`config.mk`:
```
export PLATFORM = sky130hd
export DESIGN_NAME = drx_core
export DESIGN_NICKNAME = d
export VERILOG_FILES = /design/src/rtl/drx_pkg.sv /design/src/rtl/drx_regfile.sv /design/src/rtl/drx_core.sv
export SDC_FILE = /design/constraint.sdc
export NUM_CORES = 1
export LEC_CHECK = 0
export BUFFER_PORTS_ARGS = -buffer_cell sky130_fd_sc_hd__buf_2
export CAP_MARGIN = 10
export CORE_AREA = 2 2 451 453
export CTS_BUF_LIST = sky130_fd_sc_hd__clkbuf_4 sky130_fd_sc_hd__clkbuf_8
export DETAILED_ROUTE_END_ITERATION = 6
export DIE_AREA = 0 0 453 455
export GPL_TIMING_DRIVEN = 0
export MAX_ROUTING_LAYER = met4
export PLACE_DENSITY = 0.39
export SYNTH_ARGS = -nofsm -noshare
export SYNTH_HDL_FRONTEND = slang
export SYNTH_HIERARCHICAL = 1
export SYNTH_SLANG_ARGS = --single-unit
```
`constraint.sdc`:
```
create_clock -name core_clk_in -period 3.1 [get_ports core_clk_in]
set_input_delay 0.31 -clock core_clk_in [delete_from_list [all_inputs] [get_ports core_clk_in]]
set_output_delay 0.31 -clock core_clk_in [all_outputs]
set_load 0.005 [all_outputs]
```
`src/rtl/drx_pkg.sv`:
```
// Shared constants and types for the decrement-register execution block.
// Assumes a single core clock with one phase per rising clock edge.
package drx_pkg;

  localparam int INSTR_W = 14;
  localparam int DATA_W  = 8;
  localparam int ADDR_W  = 7;
  localparam int PC_W    = 13;
  localparam int DEPTH   = 128;

  // Instruction word fields.
  localparam int OPC_MSB  = 13;
  localparam int OPC_LSB  = 8;
  localparam int DIR_BIT  = 7;
  localparam int ADDR_MSB = 6;
  localparam int ADDR_LSB = 0;

  // Opcodes in the upper six bits.
  localparam logic [5:0] OPC_DEC      = 6'h03;
  localparam logic [5:0] OPC_DEC_SKIP = 6'h0b;

  // Direction bit values.
  localparam logic DIR_TO_W    = 1'b0;
  localparam logic DIR_TO_FILE = 1'b1;

  // Status register layout and reset values.
  localparam int          ZERO_BIT     = 2;
  localparam logic [7:0]  STATUS_RESET = 8'h00;
  localparam logic [7:0]  W_RESET      = 8'h00;
  localparam logic [7:0]  DATA_ZERO    = 8'h00;
  localparam logic [7:0]  DATA_ONE     = 8'h01;
  localparam logic [12:0] PC_RESET     = 13'h0000;
  localparam logic [12:0] PC_STEP      = 13'h0001;
  localparam logic [13:0] INSTR_RESET  = 14'h0000;

  // Instruction cycle phases, Gray coded.
  typedef enum logic [1:0] {
    DRX_Q1 = 2'b00,
    DRX_Q2 = 2'b01,
    DRX_Q3 = 2'b11,
    DRX_Q4 = 2'b10
  } drx_phase_t;

endpackage

```
`src/rtl/drx_regfile.sv`:
```
// File register memory with one write port and two registered read ports.
// Assumes writes and reads come from logic on the same clock.
module drx_regfile
  import drx_pkg::*;
(
  // Clock and reset
  input  wire logic              core_clk_in,
  input  wire logic              rst_in,
  // Write port
  input  wire logic              wr_en_in,
  input  wire logic [ADDR_W-1:0] wr_addr_in,
  input  wire logic [DATA_W-1:0] wr_data_in,
  // Read port A
  input  wire logic [ADDR_W-1:0] rd_a_addr_in,
  output logic      [DATA_W-1:0] rd_a_data_out,
  // Read port B
  input  wire logic [ADDR_W-1:0] rd_b_addr_in,
  output logic      [DATA_W-1:0] rd_b_data_out
);

  logic [DATA_W-1:0] mem [DEPTH];

  always_ff @(posedge core_clk_in) begin
    if (wr_en_in) begin
      mem[wr_addr_in] <= wr_data_in;
    end
  end

  always_ff @(posedge core_clk_in or posedge rst_in) begin
    if (rst_in) begin
      rd_a_data_out <= DATA_ZERO;
      rd_b_data_out <= DATA_ZERO;
    end else begin
      rd_a_data_out <= mem[rd_a_addr_in];
      rd_b_data_out <= mem[rd_b_addr_in];
    end
  end

endmodule

```
`src/rtl/drx_core.sv`:
```
// Execution logic for the decrement and decrement-skip-if-zero instructions.
// Assumes the instruction word is valid on instr_in while take is high (Q1).
module drx_core
  import drx_pkg::*;
(
  // Clock and reset
  input  wire logic               core_clk_in,
  input  wire logic               rst_in,
  // Instruction feed
  input  wire logic [INSTR_W-1:0] instr_in,
  output logic                    instr_take_out,
  // File register preload and inspection
  input  wire logic               preload_we_in,
  input  wire logic [ADDR_W-1:0]  preload_addr_in,
  input  wire logic [DATA_W-1:0]  preload_data_in,
  input  wire logic [ADDR_W-1:0]  peek_addr_in,
  output logic      [DATA_W-1:0]  peek_data_out,
  // Core state
  output logic      [DATA_W-1:0]  w_out,
  output logic      [7:0]         status_out,
  output logic      [PC_W-1:0]    pc_out,
  output logic      [1:0]         phase_out,
  output logic                    nop_cycle_out,
  output logic                    cycle_done_out
);

  ////////////////////////////////////////////////////////////////////////////
  // State.

  drx_phase_t        phase;
  drx_phase_t        next_phase;
  logic [13:0]       ir;
  logic [13:0]       next_ir;
  logic              is_dec;
  logic              next_is_dec;
  logic              is_skip;
  logic              next_is_skip;
  logic              in_nop;
  logic              next_in_nop;
  logic              skip_pend;
  logic              next_skip_pend;
  logic [DATA_W-1:0] result;
  logic [DATA_W-1:0] next_result;
  logic [DATA_W-1:0] w;
  logic [DATA_W-1:0] next_w;
  logic [7:0]        status;
  logic [7:0]        next_status;
  logic [PC_W-1:0]   pc;
  logic [PC_W-1:0]   next_pc;
  logic              done;
  logic              next_done;

  logic              core_we;
  logic              mem_we;
  logic [ADDR_W-1:0] mem_waddr;
  logic [DATA_W-1:0] mem_wdata;
  logic [DATA_W-1:0] rd_data;
  logic [5:0]        opc;

  ////////////////////////////////////////////////////////////////////////////
  // File register memory.

  drx_regfile u_regfile (
    .core_clk_in   (core_clk_in),
    .rst_in        (rst_in),
    .wr_en_in      (mem_we),
    .wr_addr_in    (mem_waddr),
    .wr_data_in    (mem_wdata),
    .rd_a_addr_in  (ir[ADDR_MSB:ADDR_LSB]),
    .rd_a_data_out (rd_data),
    .rd_b_addr_in  (peek_addr_in),
    .rd_b_data_out (peek_data_out)
  );

  // Core write in Q4 has priority over a preload in the same clock.
  always_comb begin
    core_we = 1'b0;
    if (phase == DRX_Q4 && (is_dec || is_skip) && ir[DIR_BIT] == DIR_TO_FILE) begin
      core_we = 1'b1;
    end
    mem_we    = core_we | preload_we_in;
    mem_waddr = core_we ? ir[ADDR_MSB:ADDR_LSB] : preload_addr_in;
    mem_wdata = core_we ? result : preload_data_in;
  end

  ////////////////////////////////////////////////////////////////////////////
  // Phase sequencing and execution.

  assign opc = instr_in[OPC_MSB:OPC_LSB];

  // Sequencing group: phase, instruction word and skip bookkeeping.
  always_comb begin
    next_phase     = phase;
    next_ir        = ir;
    next_is_dec    = is_dec;
    next_is_skip   = is_skip;
    next_in_nop    = in_nop;
    next_skip_pend = skip_pend;
    case (phase)
      DRX_Q1: begin
        next_phase     = DRX_Q2;
        next_ir        = instr_in;
        next_in_nop    = skip_pend;
        next_is_dec    = !skip_pend && opc == OPC_DEC;
        next_is_skip   = !skip_pend && opc == OPC_DEC_SKIP;
        next_skip_pend = 1'b0;
      end
      DRX_Q2: begin
        next_phase = DRX_Q3;
      end
      DRX_Q3: begin
        next_phase = DRX_Q4;
      end
      DRX_Q4: begin
        next_phase = DRX_Q1;
        if (is_skip && result == DATA_ZERO) begin
          next_skip_pend = 1'b1;
        end
      end
      default: begin
        next_phase = DRX_Q1;
      end
    endcase
  end

  always_ff @(posedge core_clk_in or posedge rst_in) begin
    if (rst_in) begin
      phase     <= DRX_Q1;
      ir        <= INSTR_RESET;
      is_dec    <= 1'b0;
      is_skip   <= 1'b0;
      in_nop    <= 1'b0;
      skip_pend <= 1'b0;
    end else begin
      phase     <= next_phase;
      ir        <= next_ir;
      is_dec    <= next_is_dec;
      is_skip   <= next_is_skip;
      in_nop    <= next_in_nop;
      skip_pend <= next_skip_pend;
    end
  end

  ////////////////////////////////////////////////////////////////////////////
  // Data path: result, working register, status and counter.

  always_comb begin
    next_result = result;
    next_w      = w;
    next_status = status;
    next_pc     = pc;
    next_done   = 1'b0;
    case (phase)
      DRX_Q3: begin
        next_result = rd_data - DATA_ONE;
      end
      DRX_Q4: begin
        next_done = 1'b1;
        next_pc   = pc + PC_STEP;
        if ((is_dec || is_skip) && ir[DIR_BIT] == DIR_TO_W) begin
          next_w = result;
        end
        if (is_dec) begin
          next_status[ZERO_BIT] = (result == DATA_ZERO);
        end
      end
      default: begin
        next_done = 1'b0;
      end
    endcase
  end

  always_ff @(posedge core_clk_in or posedge rst_in) begin
    if (rst_in) begin
      result <= DATA_ZERO;
      w      <= W_RESET;
      status <= STATUS_RESET;
      pc     <= PC_RESET;
      done   <= 1'b0;
    end else begin
      result <= next_result;
      w      <= next_w;
      status <= next_status;
      pc     <= next_pc;
      done   <= next_done;
    end
  end

  ////////////////////////////////////////////////////////////////////////////
  // Outputs.

  assign instr_take_out = (phase == DRX_Q1);
  assign w_out          = w;
  assign status_out     = status;
  assign pc_out         = pc;
  assign phase_out      = phase;
  // No-operation cycle in place of the skipped word.
  assign nop_cycle_out  = in_nop;
  assign cycle_done_out = done;

endmodule

```
# After elaboration in Yosys (flattened, before gate mapping)
# Memory sizes are Yosys's and may differ from the RTL's. A register that Yosys moved wholly into a read port is not among the register bits.
# Index checks and enable logic that the tools add are counted.
[totals]
ff_bits = 45
mem_bits_rw = 1024
input_bits = 39
output_inout_bits = 42
mem_count = 1
[op_classes]
addsub = 2
eq_ne = 6
muxes = 9
bitwise_logic = 2
reduce_logical = 14
[memory_table]
columns = ["memory", "words", "word_bits", "rd", "rd_clocked_by_memory_dff", "wr", "line_no", "source"]
rows = [
  ["u_regfile.mem", 128, 8, 2, 2, 1, "drx_regfile.sv:21", "logic [DATA_W-1:0] mem [DEPTH];"],
]
[ops]
columns = ["cell", "n"]
rows = [
  ["13-bit by 1-bit adder with 13-bit output (second input constant)", 1],
  ["8-bit zero test", 1],
  ["8-bit 2-to-1 mux", 1],
  ["2-bit one-hot mux with 4 select lines", 1],
  ["8-bit by 1-bit subtractor with 8-bit output (second input constant)", 1],
  ["7-bit 2-to-1 mux", 1],
  ["6-bit by 2-bit equality test with 1-bit output (second input constant)", 1],
  ["6-bit by 4-bit equality test with 1-bit output (second input constant)", 1],
  ["1-bit logical AND", 6],
  ["2-bit AND reduction", 3],
  ["1-bit 2-to-1 mux", 5],
  ["2-bit equality test (second input constant)", 2],
  ["2-bit by 1-bit equality test with 1-bit output (second input constant)", 1],
  ["2-bit zero test", 1],
  ["2-bit by 1-bit != test with 1-bit output (second input constant)", 1],
  ["1-bit one-hot mux with 2 select lines", 1],
  ["2-bit nonzero test", 1],
  ["1-bit zero test", 1],
  ["1-bit logical OR", 1],
  ["1-bit inverter", 1],
  ["1-bit bitwise OR", 1],
]

# Logic depth before layout (Yosys ltp)
# Gate-level depths: netlist of the first run.
[logic_depth]
ltp_word = 7
mapped_depth = 10
depth_no_buf = 6

# Hierarchy
# Netlist of the first run, hierarchy kept.
[modules_own_cells]
columns = ["module", "instances", "cells_per_inst", "area_per_inst_um2", "seq_area_each_um2"]
rows = [
  ["drx_regfile", 1, 2064, 47913.5, 31149.9],
  ["drx_core", 1, 183, 2164.6, 1126.1],
]

# Worst setup path before layout of the first run
# OpenSTA, ideal clock, no wires.
[synth_timing]
kind = "register to register"
from = "register phase[1] (netlist: phase_out[1])"
to = "memory u_regfile.mem[102][0] (enable)"
arrival_time_ns = 2.579
setup_slack_ns = 0.138
stages_incl_launch_ff = 9
synth_period_minus_slack_ns = 2.962
path_cell_list = "dfrtp_1 -> nor2b_1 -> buf_2 -> nand3b_2 -> buf_2 -> mux2_2 -> nor2_1 -> nand4_1 -> nor3_1"
[synth_between]
word_cells_on_any_way = 8
[synth_lines]
columns = ["element", "line_no", "source"]
rows = [
  ["from (decl)", "drx_core.sv:30", "drx_phase_t phase;"],
  ["from (signal assigned)", "drx_core.sv:135", "phase <= next_phase;"],
  ["2-bit equality test", "drx_core.sv:78", "if (phase == DRX_Q4 && (is_dec || is_skip) && ir[DIR_BIT] == DIR_TO_FILE) begin"],
  ["1-bit logical AND (2 in a row)", "drx_core.sv:78", ""],
  ["1-bit 2-to-1 mux", "drx_core.sv:78", ""],
  ["7-bit 2-to-1 mux", "drx_core.sv:82", "mem_waddr = core_we ? ir[ADDR_MSB:ADDR_LSB] : preload_addr_in;"],
  ["named net mem_waddr[4]", "drx_core.sv:55", "logic [ADDR_W-1:0] mem_waddr;"],
  ["to (decl)", "drx_regfile.sv:21", ""],
]
# The timed path passes the listed nets, and every way through them passes these cells.

==> results of run 1 <==
power groups by stage:
stage	logic, mW	registers, mW	clock network, mW
global route	3.44	16.3	15.2
global placement	3.02	16.6	0
floorplan	1.68	16.5	0
finish	3.35	16.3	14.1
CTS	3.34	16.3	14.6
detailed placement	3.11	16.6	0
metrics by stage:
stage / util / setup TNS, ps / power (mW) / cells / worst slack [ps]
finish: 0.310 / -1980 / 33.8 / 5523 / -279
global route: 0.310 / -2230 / 34.9 / 5520 / -254
CTS: 0.308 / -1760 / 34.2 / 5492 / -249
detailed placement: 0.270 / -1260920 / 19.7 / 5014 / -1820
global placement: 0.267 / -2600260 / 19.6 / 4991 / -2000
floorplan: - / 0 / 18.2 / 2253 / 138
cells in the mapped netlist, drive strengths merged, types with 2 or more instances:
cell / number / area, sq um
mux2: 49 / 552
o21ai: 9 / 45.0
buf: 110 / 577
nand2: 23 / 86.3
nor3: 14 / 70.1
edfxtp: 1024 / 30700
nand4: 6 / 37.5
a31oi: 3 / 18.8
inv: 9 / 33.8
nor4: 5 / 46.3
nor2b: 8 / 50.1
mux4: 672 / 15100
nand3b: 3 / 26.3
ha: 2 / 25.0
nand3: 14 / 70.1
xnor2: 6 / 52.6
dfrtp: 61 / 1530
nand2b: 3 / 18.8
nor2: 131 / 492
clkbuf: 69 / 259
or3: 4 / 25.0
xor2: 8 / 70.1
layer usage:
layer | track usage | vias to the layer above | part of all wire
met5 | - | - | 0
met4 | 0.0635 | 0 | 0.038
met3 | 0.0319 | 315 | 0.063
met2 | 0.295 | 1238 | 0.47
met1 | 0.250 | 15800 | 0.43
li1 | - | 10900 | -
area by class of cell:
type / instances / area [sq um]
Clock buffer: 270 / 3300
Tap cell: 2672 / 3340
Inverter: 9 / 33.8
Timing Repair Buffer: 229 / 2780
Antenna cell: 6 / 15.0
Fill cell: 19300 / 139000
Multi-Input combinational cell: 980 / 18400
Clock inverter: 96 / 762
Sequential cell: 1085 / 32300
Buffer: 176 / 1520
worst paths after layout:
kind	from	to	depth (start not counted)
worst max-delay path	ir[0]$_DFFE_PP0P_	u_regfile/rd_a_data_out[7]$_DFF_PP0_	7
worst min-delay path	preload_data_in[1]	u_regfile/mem[37][1]$_DFFE_PP_	2
worst max register to register	ir[0]$_DFFE_PP0P_	u_regfile/rd_a_data_out[7]$_DFF_PP0_	7
worst min register to register	pc_out[12]$_DFFE_PP0P_	pc_out[12]$_DFFE_PP0P_	1
max in group asynchronous	rst_in	cycle_done_out$_DFF_PP0_	5
min in group asynchronous	rst_in	u_regfile/rd_a_data_out[1]$_DFF_PP0_	3
registers in the layout, summed over array words and instances (netlist names), 2 cells and up:
signal,count
u_regfile/mem,1024
pc_out,13
ir,8
result,8
u_regfile/rd_a_data_out,8
u_regfile/rd_b_data_out,8
w_out,8
phase_out,2
worst register-to-register path: stages (launching register included):
cell       delay, ps
dfrtp_2          480
clkbuf_16        220
buf_12           170
buf_16           180
mux4_2           570
mux4_2           600
mux4_2           630
mux2_4           350
cells by family (layout without fill, tap and decap cells):
group,after synthesis,in the layout
AO/OA/AOI/OAI,19,19
XOR/XNOR,14,14
flip-flops,1085,1085
other,1,13
buffers and inverters,188,780
adder cells (fa/ha/maj),2,2
AND/OR/NAND/NOR,217,217
multiplexers,721,721
what timing repair did:
item                        CTS  global route
hold buffers                 19             0
setup endpoints to repair  1040           560
buffers inserted             92            23
hold endpoints to repair    110             0
cloned                        4             1
gates resized for setup     493            15
pin swaps                    65            23
==> flow_summary.yaml, run 1 <==
run_status:
  status: "finished with violations"
  violations: "negative setup slack"
global_route:
  grt_pass1_wl_mm: 256
  grt_pass1_vias: 29400
  grt_antenna_before_repair: 21
  grt_max_degree: 129
  overflow: 0
  track_usage: 0.189
finish:
  layout_commonest_cell: "edfxtp_1"
  layout.nets: 2718
  post-route-cell-area_sq_um: 62400
  syn_to_final_growth_pct: 24.6
  drive_above_1_share: 0.543
  layout_common_cells: "edfxtp_1, mux4_2, clkbuf_8"
die:
  initial_utilization: 0.249
  chipHeight_microns: 455
  rows: 165
  fp.dieArea_sq_um: 206000
  die_width_microns: 453
  ioPinCount: 81
  core_sq_um: 201000
clock_network:
  cts_tree: "done"
  numClockSinks: 1085
  insertion_delay_ps: 960
  clockBufferDepth: 3
  numCtsBuffers: 196
  root_buffer: "clkbuf_8"
  clk_pin_slew_worst_paths_ps: 60
  h-tree-depth: 4
sta:
  hold_violations: 0
  fin_crit_ps: 3380
  slew_headroom: 0.0787
  fmaxAchievable_mhz: 296
  tightest_slew_ps: 1380
  layout_setup_ws_ps: -279
  rsz0062_at_grt: "yes"
  fin_crit_sh: 1.09
  hold_ws_ps: 64.3
  slew_violations: 0
  fin_skew_ps: 54.2
  setup_viol_count_final: 14
synth:
  synthesis.area_sq_um: 50100
  synth_flop_cell: "edfxtp_1"
  synth-warning-count: 6
  netlist-cell-type-count: 41
  ys_seq_area_frac: 0.645
  synth-edff-count: 1024
  synth_xor_xnor_area_share: 0.00245
  synthArstFlopShare: 0.0562
  avgSynthCellArea_sq_um: 22.3
  synthCells: 2247
  yosys.area_share.adder: 0.000500
  synth_compound_area_frac: 0.00240
  yosys-mux-area-fraction: 0.313
  yosys.area_share.simple: 0.0195
  synth_top_family_by_area: "multiplexers"
  synth_seq_cells: 1085
power_and_ir_drop:
  switching_share: 0.253
  power.internal_mw: 25.2
  power_frac_comb: 0.099
  power.switching_mw: 8.55
  power.leakage_nw: 19.6
  vdd_drop_max_uv: 465
  powerDensity_nw_per_um2: 541
  p_seq_frac: 0.482
  p_clk_frac: 0.419
route:
  vias: 28200
  route.detailed.drc: 0
  vias_per_cell: 5.11
  first_pass_iters: 5
  wire_per_inst_microns: 34.4
  ant_nets: 0
  totalWireLength_mm: 190
  first_iter_violations: 2982
critical_path:
  arrival_ps: 4160
  worstSetupPathType: "register to register"
  cpLargestDelayFamily: "multiplexers"
  rrSetupSlack_ps: -280
  end_kind: "register"
  crit_buf_inv: 3
  path_common_cell: "mux4_2"
  required_ps: 3880
  cp_slowest_stage_delay_ps: 630
  startpoint_type: "register"
  cp_max_fo: 9
  slowest_stage: "mux4_2"
  path_cells: "clkbuf_16 > buf_12 > buf_16 > mux4_2 > mux4_2 > mux4_2 > mux2_4"
placement:
  io_buffers: 66
  gp_congestion: 0.872
  hpwlAfterDp_mm: 135
  postPlaceCellArea_sq_um: 54400
hold_path:
  hp-class: "primary input to register"
flow_run:
  cap_violations: 0
Note: power is estimated with default switching activity, not from simulation.
==> run 2: changes to the inputs <==
--- a/config.mk
+++ b/config.mk
@@ -14,6 +14,7 @@
 export GPL_TIMING_DRIVEN = 0
 export MAX_ROUTING_LAYER = met4
 export PLACE_DENSITY = 0.39
+export REMOVE_ABC_BUFFERS = 1
 export SYNTH_ARGS = -nofsm -noshare
 export SYNTH_HDL_FRONTEND = slang
 export SYNTH_HIERARCHICAL = 1
==> flow_summary.yaml, run 2 (synthesis results as in run 1) <==
clock_network:
  clk_pin_slew_worst_paths_ps: 60
  numClockSinks: 1085
  numCtsBuffers: 194
  root_buffer: "clkbuf_8"
  h-tree-depth: 4
  clockBufferDepth: 3
  insertion_delay_ps: 920
  cts_tree: "done"
finish:
  post-route-cell-area_sq_um: 62200
  utilization: 0.309
  layout.nets: 2626
  layout_commonest_cell: "edfxtp_1"
  largest_register_ffs: 1024
  top_register: "u_regfile/mem"
  layout_common_cells: "edfxtp_1, mux4_2, clkbuf_8"
  syn_to_final_growth_pct: 24.2
  drive_above_1_share: 0.551
sta:
  layout_setup_ws_ps: -55.4
  fin_crit_ps: 3160
  hold_violations: 0
  hold_ws_ps: 136
  setup_viol_count_final: 4
  slew_headroom: 0.401
  fmaxAchievable_mhz: 317
  tightest_slew_ps: 898
  fin_crit_sh: 1.02
  slew_violations: 0
  rsz0062_at_grt: "yes"
  fin_skew_ps: 37.9
die:
  fp.dieArea_sq_um: 206000
  die_width_microns: 453
  rows: 165
  chipHeight_microns: 455
  core_sq_um: 201000
  initial_utilization: 0.249
  ioPinCount: 81
critical_path:
  cp_slowest_stage_delay_ps: 630
  r2r-start: "ir[0]$_DFFE_PP0P_"
  path_cells: "buf_8 > buf_16 > buf_16 > mux4_2 > mux4_2 > mux4_2 > mux2_4"
  required_ps: 3900
  end_kind: "register"
  slowest_stage: "mux4_2"
  reg2reg_depth: 7
  worstSetupPathType: "register to register"
  arrival_ps: 3950
  cp_max_fo: 7
  rrSetupSlack_ps: -60
  startpoint_type: "register"
  rr_endpoint: "u_regfile/rd_a_data_out[5]$_DFF_PP0_"
  path_common_cell: "mux4_2"
route:
  route.detailed.drc: 0
  vias_per_cell: 4.91
  ant_nets: 0
  first_iter_violations: 2178
  totalWireLength_mm: 166
  wire_per_inst_microns: 30.6
  vias: 26600
  first_pass_iters: 5
placement:
  gp_congestion: 0.775
  hpwlAfterDp_mm: 103
  io_buffers: 73
  postPlaceCellArea_sq_um: 54600
global_route:
  grt_pass1_vias: 28900
  grt_max_degree: 79
  overflow: 0
  grt_antenna_before_repair: 12
  grt_pass1_wl_mm: 230
  track_usage: 0.165
run_status:
  violations: "negative setup slack"
  status: "finished with violations"
power_and_ir_drop:
  powerDensity_nw_per_um2: 532
  power.total_mw: 33.1
  power.leakage_nw: 19.4
  vdd_drop_max_uv: 411
hold_path:
  hp-class: "primary input to async pin"
flow_run:
  cap_violations: 0
[run 2: critical path: cells and delay by family, from the launching register on]
family	cells	cell delay, ps
multiplexers	4	2090
buffers and inverters	3	450
flip-flops	1	470
[run 2: per-stage QoR]
step / instances / worst slack (ps) / TNS [ps]
final: 5420 / -55.4 / -159
after floorplan: 2074 / -8870 / -8876310
after CTS: 5375 / -58.2 / -977
after detailed placement: 4899 / -2570 / -2269810
after global placement: 4819 / -17550 / -
after global routing: 5418 / -81.6 / -320
[run 2: report_power, final]
| part | leakage, nW | switching [mW] | internal (mW) | total, mW |
|---|---|---|---|---|
| Sequential | 9.96 | 0.114 | 16.2 | 16.3 |
| Combinational | 7.41 | 1.68 | 1.40 | 3.08 |
| Clock | 2.07 | 6.14 | 7.60 | 13.7 |
[run 2: worst max-delay path by stage]
stage / from / endpoint / slack (ps) / cells past startpoint
global route: ir[0]$_DFFE_PP0P_ / u_regfile/rd_a_data_out[2]$_DFF_PP0_ / -80 / 7
global placement: ir[0]$_DFFE_PP0P_ / u_regfile/mem[39][7]$_DFFE_PP_ / -17550 / 3
CTS: ir[0]$_DFFE_PP0P_ / u_regfile/rd_a_data_out[2]$_DFF_PP0_ / -60 / 8
finish: ir[0]$_DFFE_PP0P_ / u_regfile/rd_a_data_out[5]$_DFF_PP0_ / -60 / 7
detailed placement: phase_out[1]$_DFF_PP0_ / u_regfile/mem[6][5]$_DFFE_PP_ / -2570 / 6
floorplan: ir[0]$_DFFE_PP0P_ / u_regfile/mem[111][0]$_DFFE_PP_ / -8870 / 3
[run 2: final cells by class]
class | instances | area [sq um]
clock inverter | 75 | 518
fill | 19200 | 139000
tap | 2672 | 3340
inverter | 9 | 33.8
sequential | 1085 | 32300
multi-input combinational | 980 | 18300
clock buffer | 279 | 3440
timing repair buffer | 315 | 4270
antenna | 5 | 12.5
[run 2: metal layers]
layer	track usage	wire length [microns]	part of all wire
met5	-	0	0
met4	0.0527	4540	0.027
met3	0.0303	8290	0.050
met2	0.275	84600	0.51
met1	0.204	68700	0.41
[run 2: what timing repair did]
| action | 4_1_cts | 5_1_grt |
|---|---|---|
| hold buffers | 15 | 0 |
| setup endpoints to repair | 2056 | 389 |
| endpoints found under the hold margin | 79 | 0 |
| buffers inserted | 88 | 36 |
| gates resized for setup | 303 | 25 |
| pin swaps | 44 | 14 |
| gates cloned | 19 | 6 |
